--- src/design/pcd_pkg.sv ---
package pcd_pkg;
	localparam int          CMD_W         = 24;
	localparam int          DATA_W        = 16;
	localparam int          OP_HI         = 23;
	localparam int          OP_LO         = 18;
	localparam int          XFER_HI       = 17;
	localparam int          XFER_LO       = 15;
	localparam int          REGNUM_HI     = 13;
	localparam int          REGNUM_LO     = 8;
	localparam int          UNIT_HI       = 7;
	localparam int          UNIT_LO       = 0;
	localparam logic [5:0]  OPCODE_SEL    = 6'h06;
	localparam logic [7:0]  UNIT_TESTER   = 8'h50;
	localparam logic [5:0]  REG_MODE      = 6'h01;
	localparam logic [5:0]  REG_INSTR_NUM = 6'h0C;
	localparam logic [5:0]  REG_SUPPLY1   = 6'h11;
	localparam logic [15:0] MODE_RESET    = 16'h0000;
	localparam logic [15:0] INSTR_RESET   = 16'h0000;
	localparam logic [15:0] SUPPLY_RESET  = 16'h0000;
	localparam logic [7:0]  AXI_CMD       = 8'h00;
	localparam logic [7:0]  AXI_WDATA     = 8'h04;
	localparam logic [7:0]  AXI_STATUS    = 8'h08;
	localparam logic [7:0]  AXI_RDATA     = 8'h0C;
	localparam logic [1:0]  RESP_OKAY     = 2'h0;
	localparam logic [1:0]  RESP_SLVERR   = 2'h2;
	typedef enum logic [2:0] {
		PCD_XFER_NOP     = 3'h0,
		PCD_XFER_SPECIAL = 3'h2,
		PCD_XFER_WRITE   = 3'h4,
		PCD_XFER_READ    = 3'h6
	} pcd_xfer_t;
	function automatic logic [23:0] pcd_cmd(input logic [2:0] x,
		input logic [5:0] r, input logic [7:0] u);
		pcd_cmd = {OPCODE_SEL, x, 1'b0, r, u};
	endfunction
endpackage

--- src/design/pcd_link_if.sv ---
interface pcd_link_if;
	import pcd_pkg::*;
	logic [CMD_W-1:0]  cmd;
	logic              cmd_valid;
	logic [DATA_W-1:0] wdata;
	logic              wdata_valid;
	logic [DATA_W-1:0] rdata;
	logic              rdata_valid;
	modport device (input cmd, cmd_valid, wdata, wdata_valid,
		output rdata, rdata_valid);
	modport host (output cmd, cmd_valid, wdata, wdata_valid,
		input rdata, rdata_valid);
endinterface

--- src/design/pcd_host.sv ---
module pcd_host
	import pcd_pkg::*;
(
	input  wire logic        aclk,          // Clock
	input  wire logic        aresetn,       // Sync reset, low
	pcd_link_if.host         link,          // Command link
	input  wire logic [7:0]  s_axi_awaddr,  // Write address
	input  wire logic        s_axi_awvalid, // Write address valid
	output logic             s_axi_awready, // Write address ready
	input  wire logic [31:0] s_axi_wdata,   // Write data
	input  wire logic [3:0]  s_axi_wstrb,   // Write strobes
	input  wire logic        s_axi_wvalid,  // Write data valid
	output logic             s_axi_wready,  // Write data ready
	output logic [1:0]       s_axi_bresp,   // Write response
	output logic             s_axi_bvalid,  // Write response valid
	input  wire logic        s_axi_bready,  // Write response ready
	input  wire logic [7:0]  s_axi_araddr,  // Read address
	input  wire logic        s_axi_arvalid, // Read address valid
	output logic             s_axi_arready, // Read address ready
	output logic [31:0]      s_axi_rdata,   // Read data
	output logic [1:0]       s_axi_rresp,   // Read response
	output logic             s_axi_rvalid,  // Read data valid
	input  wire logic        s_axi_rready   // Read data ready
);
	typedef enum logic [1:0] {
		PCD_H_IDLE = 2'h0,
		PCD_H_CMD  = 2'h1,
		PCD_H_DATA = 2'h2,
		PCD_H_WAIT = 2'h3
	} pcd_hstate_t;

	pcd_hstate_t st_r;
	logic [23:0] cmd_r;
	logic [15:0] wd_r;
	logic [15:0] rd_r;
	logic        aw_r, w_r;
	logic [7:0]  awaddr_r;
	logic [31:0] wdat_r;
	logic        bvalid_r, rvalid_r;
	logic [1:0]  bresp_r, rresp_r;
	logic [31:0] rdat_r;

	assign s_axi_awready = !aw_r && !bvalid_r;
	assign s_axi_wready  = !w_r && !bvalid_r;
	assign s_axi_arready = !rvalid_r;
	wire wr_go = aw_r && w_r && !bvalid_r;
	wire busy  = st_r != PCD_H_IDLE;

	always_ff @(posedge aclk) begin
		if (!aresetn) begin
			aw_r     <= 1'b0;
			w_r      <= 1'b0;
			awaddr_r <= 8'h00;
			wdat_r   <= 32'h0;
			bvalid_r <= 1'b0;
			bresp_r  <= RESP_OKAY;
		end else begin
			if (s_axi_awvalid && s_axi_awready) begin
				aw_r     <= 1'b1;
				awaddr_r <= s_axi_awaddr;
			end
			if (s_axi_wvalid && s_axi_wready) begin
				w_r    <= 1'b1;
				wdat_r <= s_axi_wdata;
			end
			if (wr_go) begin
				aw_r     <= 1'b0;
				w_r      <= 1'b0;
				bvalid_r <= 1'b1;
				bresp_r <= (awaddr_r == AXI_CMD || awaddr_r == AXI_WDATA)
					? RESP_OKAY : RESP_SLVERR;
			end else if (bvalid_r && s_axi_bready) begin
				bvalid_r <= 1'b0;
			end
		end
	end

	wire cmd_wr = wr_go && awaddr_r == AXI_CMD && !busy;

	always_ff @(posedge aclk) begin
		if (!aresetn) begin
			cmd_r <= 24'h0;
			wd_r  <= 16'h0;
		end else begin
			if (cmd_wr) cmd_r <= wdat_r[23:0];
			if (wr_go && awaddr_r == AXI_WDATA) wd_r <= wdat_r[15:0];
		end
	end

	always_ff @(posedge aclk) begin
		if (!aresetn) begin
			st_r <= PCD_H_IDLE;
			rd_r <= 16'h0;
		end else begin
			unique case (st_r)
				PCD_H_IDLE: if (cmd_wr) st_r <= PCD_H_CMD;
				PCD_H_CMD: begin
					if (cmd_r[XFER_HI:XFER_LO] == PCD_XFER_WRITE)
						st_r <= PCD_H_DATA;
					else if (cmd_r[XFER_HI:XFER_LO] == PCD_XFER_READ
						&& cmd_r[OP_HI:OP_LO] == OPCODE_SEL
						&& cmd_r[UNIT_HI:UNIT_LO] == UNIT_TESTER)
						st_r <= PCD_H_WAIT;
					else
						st_r <= PCD_H_IDLE;
				end
				PCD_H_DATA: st_r <= PCD_H_IDLE;
				PCD_H_WAIT: if (link.rdata_valid) begin
					rd_r <= link.rdata;
					st_r <= PCD_H_IDLE;
				end
			endcase
		end
	end

	assign link.cmd         = cmd_r;
	assign link.cmd_valid   = st_r == PCD_H_CMD;
	assign link.wdata       = wd_r;
	assign link.wdata_valid = st_r == PCD_H_DATA;

	always_ff @(posedge aclk) begin
		if (!aresetn) begin
			rvalid_r <= 1'b0;
			rresp_r  <= RESP_OKAY;
			rdat_r   <= 32'h0;
		end else if (s_axi_arvalid && s_axi_arready) begin
			rvalid_r <= 1'b1;
			rresp_r  <= RESP_OKAY;
			unique case (s_axi_araddr)
				AXI_CMD:    rdat_r <= {8'h00, cmd_r};
				AXI_WDATA:  rdat_r <= {16'h0000, wd_r};
				AXI_STATUS: rdat_r <= {31'h0, busy};
				AXI_RDATA:  rdat_r <= {16'h0000, rd_r};
				default: begin
					rdat_r  <= 32'h0;
					rresp_r <= RESP_SLVERR;
				end
			endcase
		end else if (rvalid_r && s_axi_rready) begin
			rvalid_r <= 1'b0;
		end
	end

	assign s_axi_bvalid = bvalid_r;
	assign s_axi_bresp  = bresp_r;
	assign s_axi_rvalid = rvalid_r;
	assign s_axi_rresp  = rresp_r;
	assign s_axi_rdata  = rdat_r;
endmodule

--- src/flat_wrapper.sv ---
// flat-port wrapper written by rule: the top's interface ports become plain ports
module pcd_host_flat import pcd_pkg::*;
  (aclk, aresetn, s_axi_awaddr, s_axi_awvalid, s_axi_awready, s_axi_wdata, s_axi_wstrb, s_axi_wvalid, s_axi_wready, s_axi_bresp, s_axi_bvalid, s_axi_bready, s_axi_araddr, s_axi_arvalid, s_axi_arready, s_axi_rdata, s_axi_rresp, s_axi_rvalid, s_axi_rready, link_cmd, link_cmd_valid, link_wdata, link_wdata_valid, link_rdata, link_rdata_valid);
  pcd_link_if link_i ();
  input  wire logic aclk;
  input  wire logic aresetn;
  input  wire logic [7:0] s_axi_awaddr;
  input  wire logic s_axi_awvalid;
  output logic s_axi_awready;
  input  wire logic [31:0] s_axi_wdata;
  input  wire logic [3:0] s_axi_wstrb;
  input  wire logic s_axi_wvalid;
  output logic s_axi_wready;
  output logic [1:0] s_axi_bresp;
  output logic s_axi_bvalid;
  input  wire logic s_axi_bready;
  input  wire logic [7:0] s_axi_araddr;
  input  wire logic s_axi_arvalid;
  output logic s_axi_arready;
  output logic [31:0] s_axi_rdata;
  output logic [1:0] s_axi_rresp;
  output logic s_axi_rvalid;
  input  wire logic s_axi_rready;
  output wire logic [$bits(link_i.cmd)-1:0] link_cmd;
  output wire logic [$bits(link_i.cmd_valid)-1:0] link_cmd_valid;
  output wire logic [$bits(link_i.wdata)-1:0] link_wdata;
  output wire logic [$bits(link_i.wdata_valid)-1:0] link_wdata_valid;
  input wire logic [$bits(link_i.rdata)-1:0] link_rdata;
  input wire logic [$bits(link_i.rdata_valid)-1:0] link_rdata_valid;
  assign link_cmd = link_i.cmd;
  assign link_cmd_valid = link_i.cmd_valid;
  assign link_wdata = link_i.wdata;
  assign link_wdata_valid = link_i.wdata_valid;
  assign link_i.rdata = link_rdata;
  assign link_i.rdata_valid = link_rdata_valid;
  pcd_host u_core (.aclk(aclk), .aresetn(aresetn), .link(link_i), .s_axi_awaddr(s_axi_awaddr), .s_axi_awvalid(s_axi_awvalid), .s_axi_awready(s_axi_awready), .s_axi_wdata(s_axi_wdata), .s_axi_wstrb(s_axi_wstrb), .s_axi_wvalid(s_axi_wvalid), .s_axi_wready(s_axi_wready), .s_axi_bresp(s_axi_bresp), .s_axi_bvalid(s_axi_bvalid), .s_axi_bready(s_axi_bready), .s_axi_araddr(s_axi_araddr), .s_axi_arvalid(s_axi_arvalid), .s_axi_arready(s_axi_arready), .s_axi_rdata(s_axi_rdata), .s_axi_rresp(s_axi_rresp), .s_axi_rvalid(s_axi_rvalid), .s_axi_rready(s_axi_rready));
endmodule
--- config.mk ---
export PLATFORM = sky130hd
export DESIGN_NAME = pcd_host_flat
export DESIGN_NICKNAME = d
export VERILOG_FILES = /design/src/design/pcd_pkg.sv /design/src/design/pcd_link_if.sv /design/src/design/pcd_host.sv /design/src/flat_wrapper.sv
export SDC_FILE = /design/constraint.sdc
export NUM_CORES = 1
export LEC_CHECK = 0
export BUFFER_PORTS_ARGS = -buffer_cell sky130_fd_sc_hd__buf_4
export CAP_MARGIN = 10
export CORE_UTILIZATION = 46
export CTS_CLUSTER_SIZE = 40
export DETAILED_ROUTE_END_ITERATION = 7
export HOLD_SLACK_MARGIN = 0.02
export PLACE_DENSITY = 0.84
export SKIP_LAST_GASP = 1
export SLEW_MARGIN = 20
export SYNTH_ARGS = -nofsm -noshare
export SYNTH_HDL_FRONTEND = slang
export SYNTH_SLANG_ARGS = --single-unit
--- constraint.sdc ---
create_clock -name aclk -period 1.5 [get_ports aclk]
set_clock_uncertainty 0.15 [all_clocks]
set_input_delay 0.15 -clock aclk [delete_from_list [all_inputs] [get_ports aclk]]
set_output_delay 0.15 -clock aclk [all_outputs]
set_load 0.1 [all_outputs]
### Yosys cells after proc, flatten, opt, wreduce, memory -nomap -nowiden

Index checks and enable logic that the tools add are counted.
W data, S select, Z words.

* equal/unequal tests: 13
* mux-type cells: 12
* bitwise gates (word level): 1
* reduce and logical (&&, ||, !) cells: 30

Operator list (count)
* $pmux W24 S4: 1
* $eq A8 B3 Y1 const B: 2
* $eq A8 B4 Y1 const B: 2
* $logic_not A8 Y1: 2
* $logic_and A1 B1 Y1: 14
* $mux W2: 6
* $eq A8 B7 Y1 const B: 1
* $pmux W2 S4: 1
* $eq A3 B3 Y1 const B: 2
* $eq A6 B3 Y1 const B: 1
* $reduce_bool A2 Y1: 3
* $logic_not A1 Y1: 5
* $eq A2 B2 Y1 const B: 2
* $mux W1: 4
* $reduce_and A2 Y1: 2
* $reduce_or A4 Y1: 1
* $eq A2 B1 Y1 const B: 1
* $logic_not A2 Y1: 1
* $ne A2 B1 Y1 const B: 1
* $ne A2 B2 Y1 const B: 1
* $reduce_or A2 Y1: 1
* $logic_or A1 B1 Y1: 1
* $not A1 Y1: 1

* flip-flop bits (word level): 130
* bits of input ports: 76
* output and inout bits: 83
* logic and storage cells: 69

### Longest topological paths before layout

Gate-level depths: netlist (run 1).

* depth after elaboration: 6
* mapped depth: 7
* gate-level depth less buffers: 4

### Worst setup path before layout (run 1)

No wires, ideal clock.

* path kind: reg-to-reg
* from: register u_core.bvalid_r (netlist: u_core.s_axi_bvalid)
* to: register u_core.wdat_r[14]
* setup time: 0.076 ns
* data arrival time: 3.057 ns
* required time: 1.274 ns
* path slack: -1.782 ns
* cell stages (with the launch flop): 7
* path buffers: 2
* period minus slack after synthesis: 3.282 ns
* cells stage by stage: dfxtp_1 nor2_1 and2_1 clkbuf_1 clkbuf_1 nand2_1 a21boi_0

* cells in the longest elaborated chain, start to end: 3

RTL lines
* start: declaration: RTL line pcd_host.sv:39 `logic bvalid_r, rvalid_r;`
* start signal: assignment: RTL line pcd_host.sv:55 `bvalid_r <= 1'b0;`
* start signal: assignment: RTL line pcd_host.sv:69 `bvalid_r <= 1'b1;`
* start signal: assignment: RTL line pcd_host.sv:73 `bvalid_r <= 1'b0;`
* $logic_not A1 Y1: RTL line pcd_host.sv:44 `assign s_axi_wready = !w_r && !bvalid_r;`
* $logic_and A1 B1 Y1: RTL line pcd_host.sv:44
* named net s_axi_wready: RTL line flat_wrapper.sv:13 `output logic s_axi_wready;`
* $logic_and A1 B1 Y1: RTL line pcd_host.sv:62 `if (s_axi_wvalid && s_axi_wready) begin`
* end signal: assignment: RTL line pcd_host.sv:64 `wdat_r <= s_axi_wdata;`
* end: declaration: RTL line pcd_host.sv:38 `logic [31:0] wdat_r;`

The timed path passes the listed nets, and every way through them passes these cells.
A chain may end at the register's enable or synchronous reset.

### Worst setup path after layout (run 1)

* from: register u_core.cmd_r[7] (netlist: u_core.link.cmd[7])
* to: register u_core.st_r[1]

* cells in the longest elaborated chain, start to end: 5

RTL lines
* start: declaration: RTL line pcd_host.sv:33 `logic [23:0] cmd_r;`
* start signal: assignment: RTL line pcd_host.sv:85 `if (cmd_wr) cmd_r <= wdat_r[23:0];`
* $eq A8 B7 Y1: RTL line pcd_host.sv:102 `&& cmd_r[UNIT_HI:UNIT_LO] == UNIT_TESTER)`
* $logic_and A1 B1 Y1: RTL line pcd_host.sv:102
* $mux W2: RTL line pcd_host.sv:100 `else if (cmd_r[XFER_HI:XFER_LO] == PCD_XFER_READ`
* $mux W2: RTL line pcd_host.sv:98 `if (cmd_r[XFER_HI:XFER_LO] == PCD_XFER_WRITE)`
* $pmux W2 S4: RTL line pcd_host.sv:95 `unique case (st_r)`
* end signal: assignment: RTL line pcd_host.sv:96 `PCD_H_IDLE: if (cmd_wr) st_r <= PCD_H_CMD;`
* end signal: assignment: RTL line pcd_host.sv:99 `st_r <= PCD_H_DATA;`
* end signal: assignment: RTL line pcd_host.sv:103 `st_r <= PCD_H_WAIT;`
* end: declaration: RTL line pcd_host.sv:32 `pcd_hstate_t st_r;`

Every way passes these cells.

==> summary.txt, run 1 <==
GRT
  • Global routing usage summed across all routing layers: 0.296
  • Largest net degree at the start of global routing: 33
  • First-pass GRT wire length: 25500 um
  • Antenna violations before repair: 0
  • Residual overflow from global routing: 0
  • Number of global-route vias before repair: 5033

Final layout
  • Inserted Diodes: 0
  • Post-route design area: 7950 um^2
  • Final Non-Filler Cells: 928
  • Fraction of final layout cells sized beyond drive strength 1: 0.375
  • Share of the core filled with cells in the final layout: 0.763
  • Area delta synth->final: 59.9%
  • Leading cell type in the layout, fill and taps excluded: nand2_1
  • Commonest cells after routing, fill and taps aside: nand2_1 (166), buf_4 (134), dfxtp_1 (74)
  • Final-stage net count: 856

Logic synthesis
  • Mapped Area: 4970 um^2
  • Sequential element share of the synthesized area: 0.484
  • Post-synth top flop: dfxtp_1
  • Number of flops mapped to enable cells by yosys: 0
  • Async set-or-reset flop fraction in the synthesized netlist: 0
  • Post-synth cell types: 38
  • Number of instances in the synthesized netlist: 572
  • Number of storage elements in the synthesis netlist: 120
  • Total number of yosys warnings: 0
  • Average instance area after synthesis: 8.68 um^2

Worst setup path
  • Worst Path Class, Setup: flip-flop to flip-flop
  • Worst reg2reg path startpoint: u_core.link.cmd[7]$_SDFFE_PN0P_
  • RR Endpoint: u_core.st_r[1]$_SDFFE_PN0P_
  • Req. time, crit path: between 1500 and 2000 ps
  • CP Capture Type: flip-flop
  • Arrival time reported for the critical path endpoint: roughly 2000 ps
  • Critical Path Start Type: flip-flop
  • CP max FO: 4
  • Internal reg-to-reg setup slack: -190 ps
  • Worst reg2reg path depth: 4

Hold path
  • Worst Hold Depth: 2
  • Type of the most critical hold path: input port to flip-flop
  • Startpoint of the worst hold path: aresetn
  • End point of the most critical hold path: u_core.s_axi_bvalid$_SDFFE_PN0P_

Clock tree
  • Clock buffer count from CTS: 17
  • H-Tree Depth: 4
  • Num Clock Sinks: 120
  • Clock tree from TritonCTS: done
  • Deepest clock path buffer count: 2
  • Cell at the root of the clock tree: clkbuf_8
  • Clock-pin slew reported for the worst setup and hold paths after clock tree synthesis: 60 ps
  • Worst skew pair latency: 520 ps

Placement
  • Count of placed standard cells including taps: 827
  • Post-Place Setup Slack: -234 ps
  • Number of port buffers: 136
  • Weighted congestion at the end of routability-driven global placement: just under 0.8
  • Area of placed instances: 6440 um^2
  • Half-perimeter wire length after placement: 9280 um

Power
  • Share of total power in sequential cells: 0.401
  • Fraction of power consumed by the clock network: 0.466
  • Net Sw Frac: 0.255
  • Leakage dissipation: 3.15 nW
  • Net switching power of the design: 0.00212 W
  • Cell Int Power: 0.00617 W
  • Peak supply drop: 0.745 mV
  • Part of the total power dissipated in combinational logic: 0.133
  • PwrDens: ~1000 nW/um^2

Timing
  • Min cycle time layout: 1690 ps
  • Count of final max-slew check failures: 0
  • Unrepaired setup endpoints after global routing: yes
  • Final hold slack: -132 ps
  • Slew HR: 0.405
  • Worst-margin pin slew: slightly below 900 ps
  • Max Clk Rate: a little under 600 MHz
  • Final Cycle Share: 1.13
  • Final setup margin: -191 ps
  • Hold Violations, Final: 19
  • Final setup violation count: 47

Route
  • Via-to-Cell Ratio: around 5.6
  • Number of nets still failing antenna checks after routing: 0
  • Wire length reported by the detailed router: 17000 um
  • DRC: 0
  • Routed wire per std cell: 18.4 um
  • DRT Pass-1 Iters: 6
  • Violation count after the first detailed-routing iteration: 397
  • DR vias: 5152

Status
  • Violations in the final reports: hold timing, setup timing
  • Status: complete, but fails checks

Die
  • Die Wd: 106 um
  • Total die area: 11200 um^2
  • Starting density of the core: 0.477
  • Core Box Area: 10400 um^2
  • I/O pins: 159
  • Number of core rows: 37
  • Die height: 106 um

Job
  • Max cap viols: 0
[cell usage after synthesis, drive strengths merged (11+ instances only)]
library cell | number | area [um^2]
mux2i | 15 | 150
buf | 26 | 165
o21ai | 17 | 85.1
nand3 | 18 | 90.1
dfxtp | 120 | 2400
nor2b | 27 | 169
a22oi | 23 | 173
o2bb2ai | 15 | 131
a21boi | 73 | 548
nand2 | 166 | 623
clkbuf | 27 | 101
nor2 | 11 | 41.3
[how the worst max path moves through the flow]
stage | start | endpoint | slack [ps] | depth (start not counted)
2_1_floorplan | u_core.s_axi_bvalid$_SDFFE_PN0P_ | u_core.wdat_r[14]$_SDFFE_PN0P_ | -390 | 6
3_5_place_dp | s_axi_araddr[6] | u_core.s_axi_rdata[19]$_SDFFE_PN0P_ | -230 | 6
6_report | u_core.link.cmd[7]$_SDFFE_PN0P_ | u_core.st_r[1]$_SDFFE_PN0P_ | -190 | 4
4_1_cts | u_core.st_r[1]$_SDFFE_PN0P_ | link_wdata_valid | -140 | 3
5_1_grt | u_core.awaddr_r[6]$_SDFFE_PN0P_ | u_core.link.wdata[15]$_SDFFE_PN0P_ | -220 | 5
3_3_place_gp | s_axi_araddr[6] | u_core.s_axi_rdata[23]$_SDFFE_PN0P_ | -190 | 6
[cells by family after synthesis]
kind of cell,synth area share
flops,0.484
buf+inv,0.0544
simple gates,0.230
other cells,0.000755
compound gates,0.197
mux,0.0348
[registers in the layout, indices dropped and copies added, names as in the netlist]
signal               cells
u_core.s_axi_rvalid      1
u_core.s_axi_bvalid      1
u_core.link.wdata       16
u_core.s_axi_bresp       1
u_core.st_r              2
u_core.s_axi_rdata      24
u_core.rd_r             16
u_core.s_axi_rresp       1
u_core.wdat_r           24
u_core.w_r               1
u_core.awaddr_r          8
u_core.aw_r              1
u_core.link.cmd         24
[routing by layer]
| metal | vias to the layer above | wire length (um) | GRT usage |
|---|---|---|---|
| li1 | 2345 | - | - |
| met1 | 2444 | 6640 | 0.352 |
| met2 | 283 | 8460 | 0.501 |
| met3 | 80 | 1120 | 0.0668 |
| met4 | 0 | 823 | 0.148 |
| met5 | - | 0 | 0 |
[power by group through the flow]
stage               logic, W  clock network, W  registers [W]
floorplan           0.000550                 0        0.00345
global placement    0.000855                 0        0.00337
detailed placement  0.000871                 0        0.00338
CTS                  0.00106           0.00383        0.00332
global route         0.00116           0.00402        0.00333
finish               0.00110           0.00386        0.00333
[layout make-up]
class                   count  area (um^2)
multi-input cells         407         2550
flip-flops and latches    120         2480
fillers                   625         2470
repair buffers            233         2170
clock buffers              23          498
well taps                 136          170
clock inverters             8         67.6
inverters                   1         3.75
[worst max-delay path: stages, from the launching register on]
cell and delay, ps:
dfxtp_2 360, nor4b_1 440, nand4_1 300, a21boi_2 230
o21a_1 140
[stage by stage]
stage               power [W]  hold slack [ps]  setup TNS, ps
finish                0.00828             -132          -3850
global route          0.00851             -125          -6700
CTS                   0.00820            -38.2          -2540
detailed placement    0.00425              251          -7980
global placement      0.00423              241          -4430
floorplan             0.00400              135         -19390
[what timing repair did]
item                                   4_1_cts  5_1_grt
hold buffers                                61        2
gates resized for setup                     34       36
setup buffers                                7        1
endpoints found under the hold margin       62       22
pin swaps                                    3        5
setup endpoints to repair                   51      116
gates cloned                                 1        0
No activity file was read; power rests on OpenSTA's default activity.
==> run 2, diff against run 1 <==
--- a/config.mk
+++ b/config.mk
@@ -5,6 +5,7 @@
 export SDC_FILE = /design/constraint.sdc
 export NUM_CORES = 1
 export LEC_CHECK = 0
+export ABC_AREA = 1
 export BUFFER_PORTS_ARGS = -buffer_cell sky130_fd_sc_hd__buf_4
 export CAP_MARGIN = 10
 export CORE_UTILIZATION = 46
==> run 2 against run 1 <==
  * The flow finishes with violations (setup timing)
  * Critical path depth grew 3
  * First-iteration DRC count grew 69%
  * Sequential cell count is the same
  * Total power grew 14%
  * Non-clock buffer count grew 7
  * Critical path type unchanged
  * Largest cell class unchanged
  * Largest power group unchanged
==> summary.txt, run 2 <==
Timing
  • Min cycle time layout: 1720 ps (+31.4 ps)
  • Final Cycle Share: 1.15 (+0.0210)
  • Count of final max-slew check failures: 0 (unchanged)
  • Hold Violations, Final: 0 (-19)
  • Max Clk Rate: 581 MHz (-1.8%)
  • Final setup margin: -222 ps (-31.4 ps)
  • Unrepaired setup endpoints after global routing: yes
  • Final setup violation count: 65 (+38%)
  • Final hold slack: 22.7 ps (+154 ps)

Worst setup path
  • Internal reg-to-reg setup slack: -220 ps (-30 ps)
  • Worst reg2reg path startpoint: u_core.st_r[1]$_SDFFE_PN0P_
  • CP Capture Type: flip-flop
  • Arrival time reported for the critical path endpoint: 2020 ps (+30 ps)
  • CP cell instances: buf_4 -> nor2_4 -> nand3_2 -> nor2_4 -> buf_4 -> a21oi_1 -> a21oi_1
  • Cell with the biggest individual delay on the critical path: dfxtp_2
  • Critical Path Start Type: flip-flop
  • Worst Path Class, Setup: flip-flop to flip-flop
  • CP max FO: 4 (unchanged)
  • CP bufs+invs: 2 (+2)
  • Cell family with most CP delay: simple AND/OR/NAND/NOR gates
  • Worst reg2reg path depth: 7 (+3)
  • Slowest stage delay, CP: 340 ps (-100 ps)
  • Req. time, crit path: 1800 ps (about the same)
  • RR Endpoint: u_core.st_r[0]$_SDFFE_PN0P_

Placement
  • Half-perimeter wire length after placement: 9450 um (+1.9%)
  • Weighted congestion at the end of routability-driven global placement: 0.862 (+9.2%)
  • Number of port buffers: 136 (unchanged)

Clock tree
  • Deepest clock path buffer count: 2 (unchanged)
  • Clock tree from TritonCTS: done
  • Num Clock Sinks: 120 (unchanged)
  • Clock buffer count from CTS: 17 (unchanged)
  • Clock-pin slew reported for the worst setup and hold paths after clock tree synthesis: 60 ps (about the same)
  • Worst skew pair latency: 540 ps (+20 ps)
  • Cell at the root of the clock tree: clkbuf_8
  • H-Tree Depth: 4 (unchanged)

Job
  • Max cap viols: 0 (unchanged)

Power
  • Leakage dissipation: 3.43 nW (+8.8%)
  • PwrDens: 1120 nW/um^2 (+7.0%)
  • Net Sw Frac: 0.303 (+0.0478)
  • Cell Int Power: 0.00659 W (+6.8%)
  • Part of the total power dissipated in combinational logic: 0.173 (+0.040)
  • Share of total power in sequential cells: 0.366 (-0.035)
  • Net switching power of the design: 0.00287 W (+36%)
  • Peak supply drop: 0.862 mV (+16%)
  • Fraction of power consumed by the clock network: 0.461 (-0.005)

GRT
  • Residual overflow from global routing: 0 (unchanged)
  • Met3 Use GR: 0.0693 (+0.00245)
  • Highest-utilization routing layer at the global route stage: met2
  • Antenna violations before repair: 0 (unchanged)
  • Global routing usage summed across all routing layers: 0.288 (-0.00793)
  • First-pass GRT wire length: 25200 um (-1.4%)
  • Largest net degree at the start of global routing: 37 (+12%)
  • Number of global-route vias before repair: 5129 (+1.9%)
  • Global Route met1 Usage: 0.354 (+0.00155)
  • Global-route met2 utilization: 0.489 (-0.0125)

Route
  • DRC: 0 (unchanged)
  • Via-to-Cell Ratio: 5.81 (+4.6%)
  • Number of nets still failing antenna checks after routing: 0 (unchanged)
  • Routed wire per std cell: 20.0 um (+9.1%)
  • Violation count after the first detailed-routing iteration: 670 (+69%)
  • DR vias: 5983 (+16%)
  • Wire length reported by the detailed router: 20600 um (+21%)
  • DRT Pass-1 Iters: 5 (-1)

Hold path
  • End point of the most critical hold path: u_core.s_axi_rresp[1]$_SDFFE_PN0P_
  • Startpoint of the worst hold path: s_axi_araddr[2]
  • Worst Hold Depth: 7 (+5)
  • Type of the most critical hold path: input port to flip-flop

Logic synthesis
  • Post-synth cell types: 26 (-32%)
  • Average instance area after synthesis: 7.54 um^2 (-13%)
  • Commonest cells in the netlist: dfxtp_1 (120), a21oi_1 (94), nand2_1 (91)
  • Number of flops mapped to enable cells by yosys: 0 (unchanged)
  • Main area contributors after synthesis: dfxtp_1 (48%), a21oi_1 (9.4%), nand3_1 (7.0%)
  • Number of storage elements in the synthesis netlist: 120 (unchanged)
  • Mapped Area: 4990 um^2 (+0.50%)
  • Post-synth top flop: dfxtp_1
  • Total number of yosys warnings: 0 (unchanged)
  • Library cell with the largest summed area after synthesis: dfxtp_1
  • Sequential element share of the synthesized area: 0.481 (-0.00242)
  • Async set-or-reset flop fraction in the synthesized netlist: 0 (unchanged)
  • Number of instances in the synthesized netlist: 662 (+16%)
  • Proportion of netlist area held by the largest area contributor: 0.481 (-0.00242)
  • Most numerous cell in the Yosys netlist: dfxtp_1

Die
  • Die height: 106 um (+0.25%)
  • I/O pins: 159 (unchanged)
  • Core Box Area: 10400 um^2 (unchanged)
  • Starting density of the core: 0.479 (+0.00240)
  • Number of core rows: 37 (unchanged)
  • Die Wd: 106 um (+0.25%)
  • Total die area: 11300 um^2 (+0.49%)

Final layout
  • Final-stage net count: 957 (+12%)
  • Fraction of final layout cells sized beyond drive strength 1: 0.391 (+0.0165)
  • Leading cell type in the layout, fill and taps excluded: buf_4
  • Commonest cells after routing, fill and taps aside: buf_4 (108), dfxtp_1 (83), nor2_1 (77)
  • Share of the core filled with cells in the final layout: 0.814 (+0.0511)
  • Number of filler instances in the final layout: 523 (-16%)
  • Area delta synth->final: 69.8%
  • Inserted Diodes: 0 (unchanged)

Status
  • Violations in the final reports: setup timing
  • Status: complete, but fails checks
## run 2: logic make-up (layout without fill, tap and decap cells)
group | after synthesis | in the layout | share of synthesized area
AND/OR/NAND/NOR | 264 | 265 | 0.237
AO/OA/AOI/OAI | 178 | 178 | 0.179
flip-flops | 120 | 120 | 0.481
buffers and inverters | 99 | 321 | 0.102
other | 1 | 10 | 0.000751
## run 2: what timing repair did
item | 4_1_cts | 5_1_grt
resized for setup | 61 | 139
endpoints found under the setup margin | 45 | 81
hold buffers | 56 | 0
buffers inserted | 8 | 8
pin swaps | 5 | 42
hold endpoints to repair | 86 | 0
gates cloned | 0 | 6
## run 2: how the worst max path moves through the flow
stage / startpoint / end / depth (start not counted)
finish: u_core.st_r[1]$_SDFFE_PN0P_ / u_core.st_r[0]$_SDFFE_PN0P_ / 7
global route: u_core.st_r[1]$_SDFFE_PN0P_ / u_core.link.cmd[14]$_SDFFE_PN0P_ / 7
CTS: u_core.st_r[1]$_SDFFE_PN0P_ / link_wdata_valid / 4
detailed placement: u_core.w_r$_SDFFE_PP0P_ / u_core.link.cmd[23]$_SDFFE_PN0P_ / 7
global placement: u_core.awaddr_r[0]$_SDFFE_PN0P_ / u_core.link.wdata[4]$_SDFFE_PN0P_ / 7
floorplan: u_core.s_axi_rvalid$_SDFFE_PN0P_ / u_core.s_axi_rdata[19]$_SDFFE_PN0P_ / 6
## run 2: layout make-up
| type | instances | area (um^2) | share of cell area |
|---|---|---|---|
| Multi-Input combinational cell | 453 | 2540 | 0.299 |
| Timing Repair Buffer | 240 | 2490 | 0.294 |
| Sequential cell | 120 | 2460 | 0.290 |
| Clock buffer | 18 | 439 | 0.0518 |
| Inverter | 49 | 200 | 0.0236 |
| Clock inverter | 14 | 184 | 0.0217 |
| Tap cell | 136 | 170 | 0.0201 |
## run 2: metal layers
layer,vias to the layer above,part of all wire
met5,-,0
met4,0,0.053
li1,2635,-
met3,117,0.084
met2,464,0.48
met1,2767,0.38
## run 2: power by group through the flow
stage               registers (W)  logic [W]  clock network (W)
finish                    0.00346    0.00164            0.00436
CTS                       0.00341    0.00145            0.00429
floorplan                 0.00371   0.000683                  0
global placement          0.00347    0.00126                  0
global route              0.00346    0.00171            0.00446
detailed placement        0.00347    0.00127                  0
## run 2: per-stage QoR
step                setup WS (ps)  cell area, um^2  setup TNS (ps)  total power [W]  instances
finish                       -222             8480           -5290          0.00946       1030
global route                 -274             8480           -7690          0.00963       1030
CTS                          -128             7800            -409          0.00914       1016
detailed placement           1.39             6340               0          0.00475        920
global placement             40.1             6340               0          0.00473        920
floorplan                    -505             5180          -20780          0.00439        671
## run 2: tightest hold or removal path, delay by kind of cell
kind | cells | cell delay (ps)
AOI/OAI and AO/OA | 2 | 240
and+or+nand+nor | 3 | 150
buffers and inverters | 2 | 130
==> run 3, diff against run 2 <==
--- a/config.mk
+++ b/config.mk
@@ -8,11 +8,11 @@
 export ABC_AREA = 1
 export BUFFER_PORTS_ARGS = -buffer_cell sky130_fd_sc_hd__buf_4
 export CAP_MARGIN = 10
-export CORE_UTILIZATION = 46
+export CORE_UTILIZATION = 51
 export CTS_CLUSTER_SIZE = 40
 export DETAILED_ROUTE_END_ITERATION = 7
 export HOLD_SLACK_MARGIN = 0.02
-export PLACE_DENSITY = 0.84
+export PLACE_DENSITY = 0.88
 export SKIP_LAST_GASP = 1
 export SLEW_MARGIN = 20
 export SYNTH_ARGS = -nofsm -noshare
==> constraint.sdc (replaced) <==
create_clock -name aclk -period 1.6 [get_ports aclk]
set_clock_uncertainty 0.15 [all_clocks]
set_input_delay 0.16 -clock aclk [delete_from_list [all_inputs] [get_ports aclk]]
set_output_delay 0.16 -clock aclk [all_outputs]
set_load 0.1 [all_outputs]
==> run 3 against run 2 <==
  * Sequential share of layout area up 1.7 points
  * Maximum frequency down 8.2%
  * Critical path depth unchanged
  * The flow finishes with violations (DRC, setup timing)
  * Worst hold slack better by 40 ps
  * Register-to-register slack worse by 50 ps
  * First-iteration DRC count up 60%
  * Non-clock buffer count down 2
==> summary.txt, run 3 (synthesized netlist as in run 2, its figures left out) <==
Worst setup path
  • Cell mode on critical path: nor2_4
  • Req. time, crit path: 1870 ps (+70 ps)
  • Critical Path Start Type: flip-flop
  • CP cell instances: buf_4 -> nor2_4 -> nand3_1 -> nor2_4 -> buf_12 -> a21oi_1 -> nor2_1
  • Arrival time reported for the critical path endpoint: 2150 ps (+130 ps)
  • Cell with the biggest individual delay on the critical path: dfxtp_2
  • Worst Path Class, Setup: flip-flop to flip-flop
  • CP Capture Type: flip-flop
  • CP max FO: 8 (+4)
  • Slowest stage delay, CP: 330 ps (about the same)

Clock tree
  • Deepest clock path buffer count: 2 (unchanged)
  • Clock buffer count from CTS: 17 (unchanged)
  • Worst skew pair latency: 530 ps (about the same)
  • Clock tree from TritonCTS: done
  • Clock-pin slew reported for the worst setup and hold paths after clock tree synthesis: 60 ps (about the same)
  • Num Clock Sinks: 120 (unchanged)
  • Cell at the root of the clock tree: clkbuf_8
  • H-Tree Depth: 4 (unchanged)

Die
  • Core Box Area: 9370 um^2 (-10%)
  • Total die area: 10200 um^2 (-9.6%)
  • Die Wd: 101 um (-4.9%)
  • Number of core rows: 35 (-5.4%)
  • Die height: 101 um (-4.9%)
  • I/O pins: 159 (unchanged)
  • Starting density of the core: 0.533 (+0.0534)

Timing
  • Final setup violation count: 36 (-45%)
  • Unrepaired setup endpoints after global routing: yes
  • Count of final max-slew check failures: 0 (unchanged)
  • Hold Violations, Final: 0 (unchanged)
  • Min cycle time layout: 1880 ps (+154 ps)
  • Final setup margin: -277 ps (-54.5 ps)
  • Final Cycle Share: 1.17 (+0.0248)
  • Max Clk Rate: 533 MHz (-8.2%)

Power
  • Leakage dissipation: 3.30 nW (-3.8%)
  • PwrDens: 1140 nW/um^2 (+2.0%)
  • Peak supply drop: 0.815 mV (-5.5%)

Placement
  • Post-Place Setup Slack: -48.7 ps (-50.1 ps)
  • Number of port buffers: 136 (unchanged)
  • Half-perimeter wire length after placement: 9600 um (+1.5%)
  • Area of placed instances: 6300 um^2 (-0.65%)
  • Weighted congestion at the end of routability-driven global placement: 0.911 (+5.6%)
  • Count of placed standard cells including taps: 912 (-0.87%)

GRT
  • Antenna violations before repair: 0 (unchanged)
  • Largest net degree at the start of global routing: 53 (+43%)
  • Number of global-route vias before repair: 5994 (+17%)
  • Residual overflow from global routing: 0 (unchanged)
  • Global routing usage summed across all routing layers: 0.387 (+0.0991)
  • First-pass GRT wire length: 30000 um (+19%)

Route
  • DRT Pass-1 Iters: 8 (+3)
  • Number of nets still failing antenna checks after routing: 0 (unchanged)
  • Violation count after the first detailed-routing iteration: 1073 (+60%)
  • Wire length reported by the detailed router: 22300 um (+8.0%)
  • DR vias: 6440 (+7.6%)
  • DRC: 1 (+1)
  • Routed wire per std cell: 21.8 um (+8.8%)
  • Via-to-Cell Ratio: 6.30 (+8.4%)

Job
  • Max cap viols: 0 (unchanged)

Status
  • Status: complete, but fails checks
  • Violations in the final reports: DRC, setup timing

Final layout
  • Commonest cells after routing, fill and taps aside: buf_4 (158), dfxtp_1 (97), nand2_1 (88)
  • Post-route design area: 7940 um^2 (-6.3%)
  • Final-stage net count: 957 (unchanged)
  • Leading cell type in the layout, fill and taps excluded: buf_4
  • Final Non-Filler Cells: 1023 (-0.68%)
  • Share of the core filled with cells in the final layout: 0.847 (+0.0333)
  • Fraction of final layout cells sized beyond drive strength 1: 0.319 (-0.0727)
  • Area delta synth->final: 59.0%
  • Inserted Diodes: 0 (unchanged)

Hold path
  • Type of the most critical hold path: input port to flip-flop
run 3: changes by cell type in the layout (fill, tap and decap cells not counted), sizes merged, moves of 2 or more:
cell / delta
bufinv: +3
clkinvlp: +2
inv: -8
nand3: +3
run 3: path summary, 6_finish.rpt:
kind                                from                             endpoint  slack, ps  cells past startpoint
max          u_core.st_r[1]$_SDFFE_PN0P_      u_core.link.cmd[1]$_SDFFE_PN0P_       -280                      7
min                      s_axi_araddr[0]  u_core.s_axi_rdata[20]$_SDFFE_PN0P_         60                      7
max reg2reg  u_core.st_r[1]$_SDFFE_PN0P_      u_core.link.cmd[1]$_SDFFE_PN0P_       -280                      7
min reg2reg  u_core.rd_r[3]$_SDFFE_PN0P_          u_core.rd_r[3]$_SDFFE_PN0P_        300                      2
run 3: where the power goes:
group | total (W) | internal [W] | switching [W]
logic | 0.00150 | 0.000524 | 0.000973
registers | 0.00322 | 0.00311 | 0.000110
clock network | 0.00432 | 0.00292 | 0.00139
run 3: per-layer routing:
layer / track usage / vias up / wire (um)
met3: 0.109 / 279 / 2970
met1: 0.425 / 2834 / 7080
li1: - / 2621 / -
met5: 0 / - / 0
met2: 0.654 / 706 / 9960
met4: 0.255 / 0 / 2280
run 3: worst max-delay path: cells and delay by family, from the launching register on:
kind	cells	cell delay [ps]
AOI/OAI and AO/OA	1	100
buffers and inverters	2	330
DFF	1	330
and+or+nand+nor	4	850
run 3: per-stage QoR:
stage	total power (W)	setup TNS, ps	hold WS [ps]
after floorplan	0.00411	-14790	156
after global placement	0.00441	0	247
after detailed placement	0.00444	-237	254
after CTS	0.00884	-161	32.7
after global routing	0.00921	-6380	106
final	0.00903	-3870	62.2
run 3: repair_timing:
action | 4_1_cts | 5_1_grt
endpoints found under the setup margin | 33 | 50
endpoints found under the hold margin | 77 | 0
buffers inserted | 9 | 10
hold buffers | 56 | 0
pin swaps | 6 | 21
cloned | 2 | 2
gates resized for setup | 29 | 25
run 3: final cells by class:
type,instances,area (um^2)
Clock buffer,20,445
Clock inverter,12,220
Timing Repair Buffer,238,2150
Tap cell,129,161
Sequential cell,120,2440
Multi-Input combinational cell,455,2310
Fill cell,437,1430
Inverter,49,206
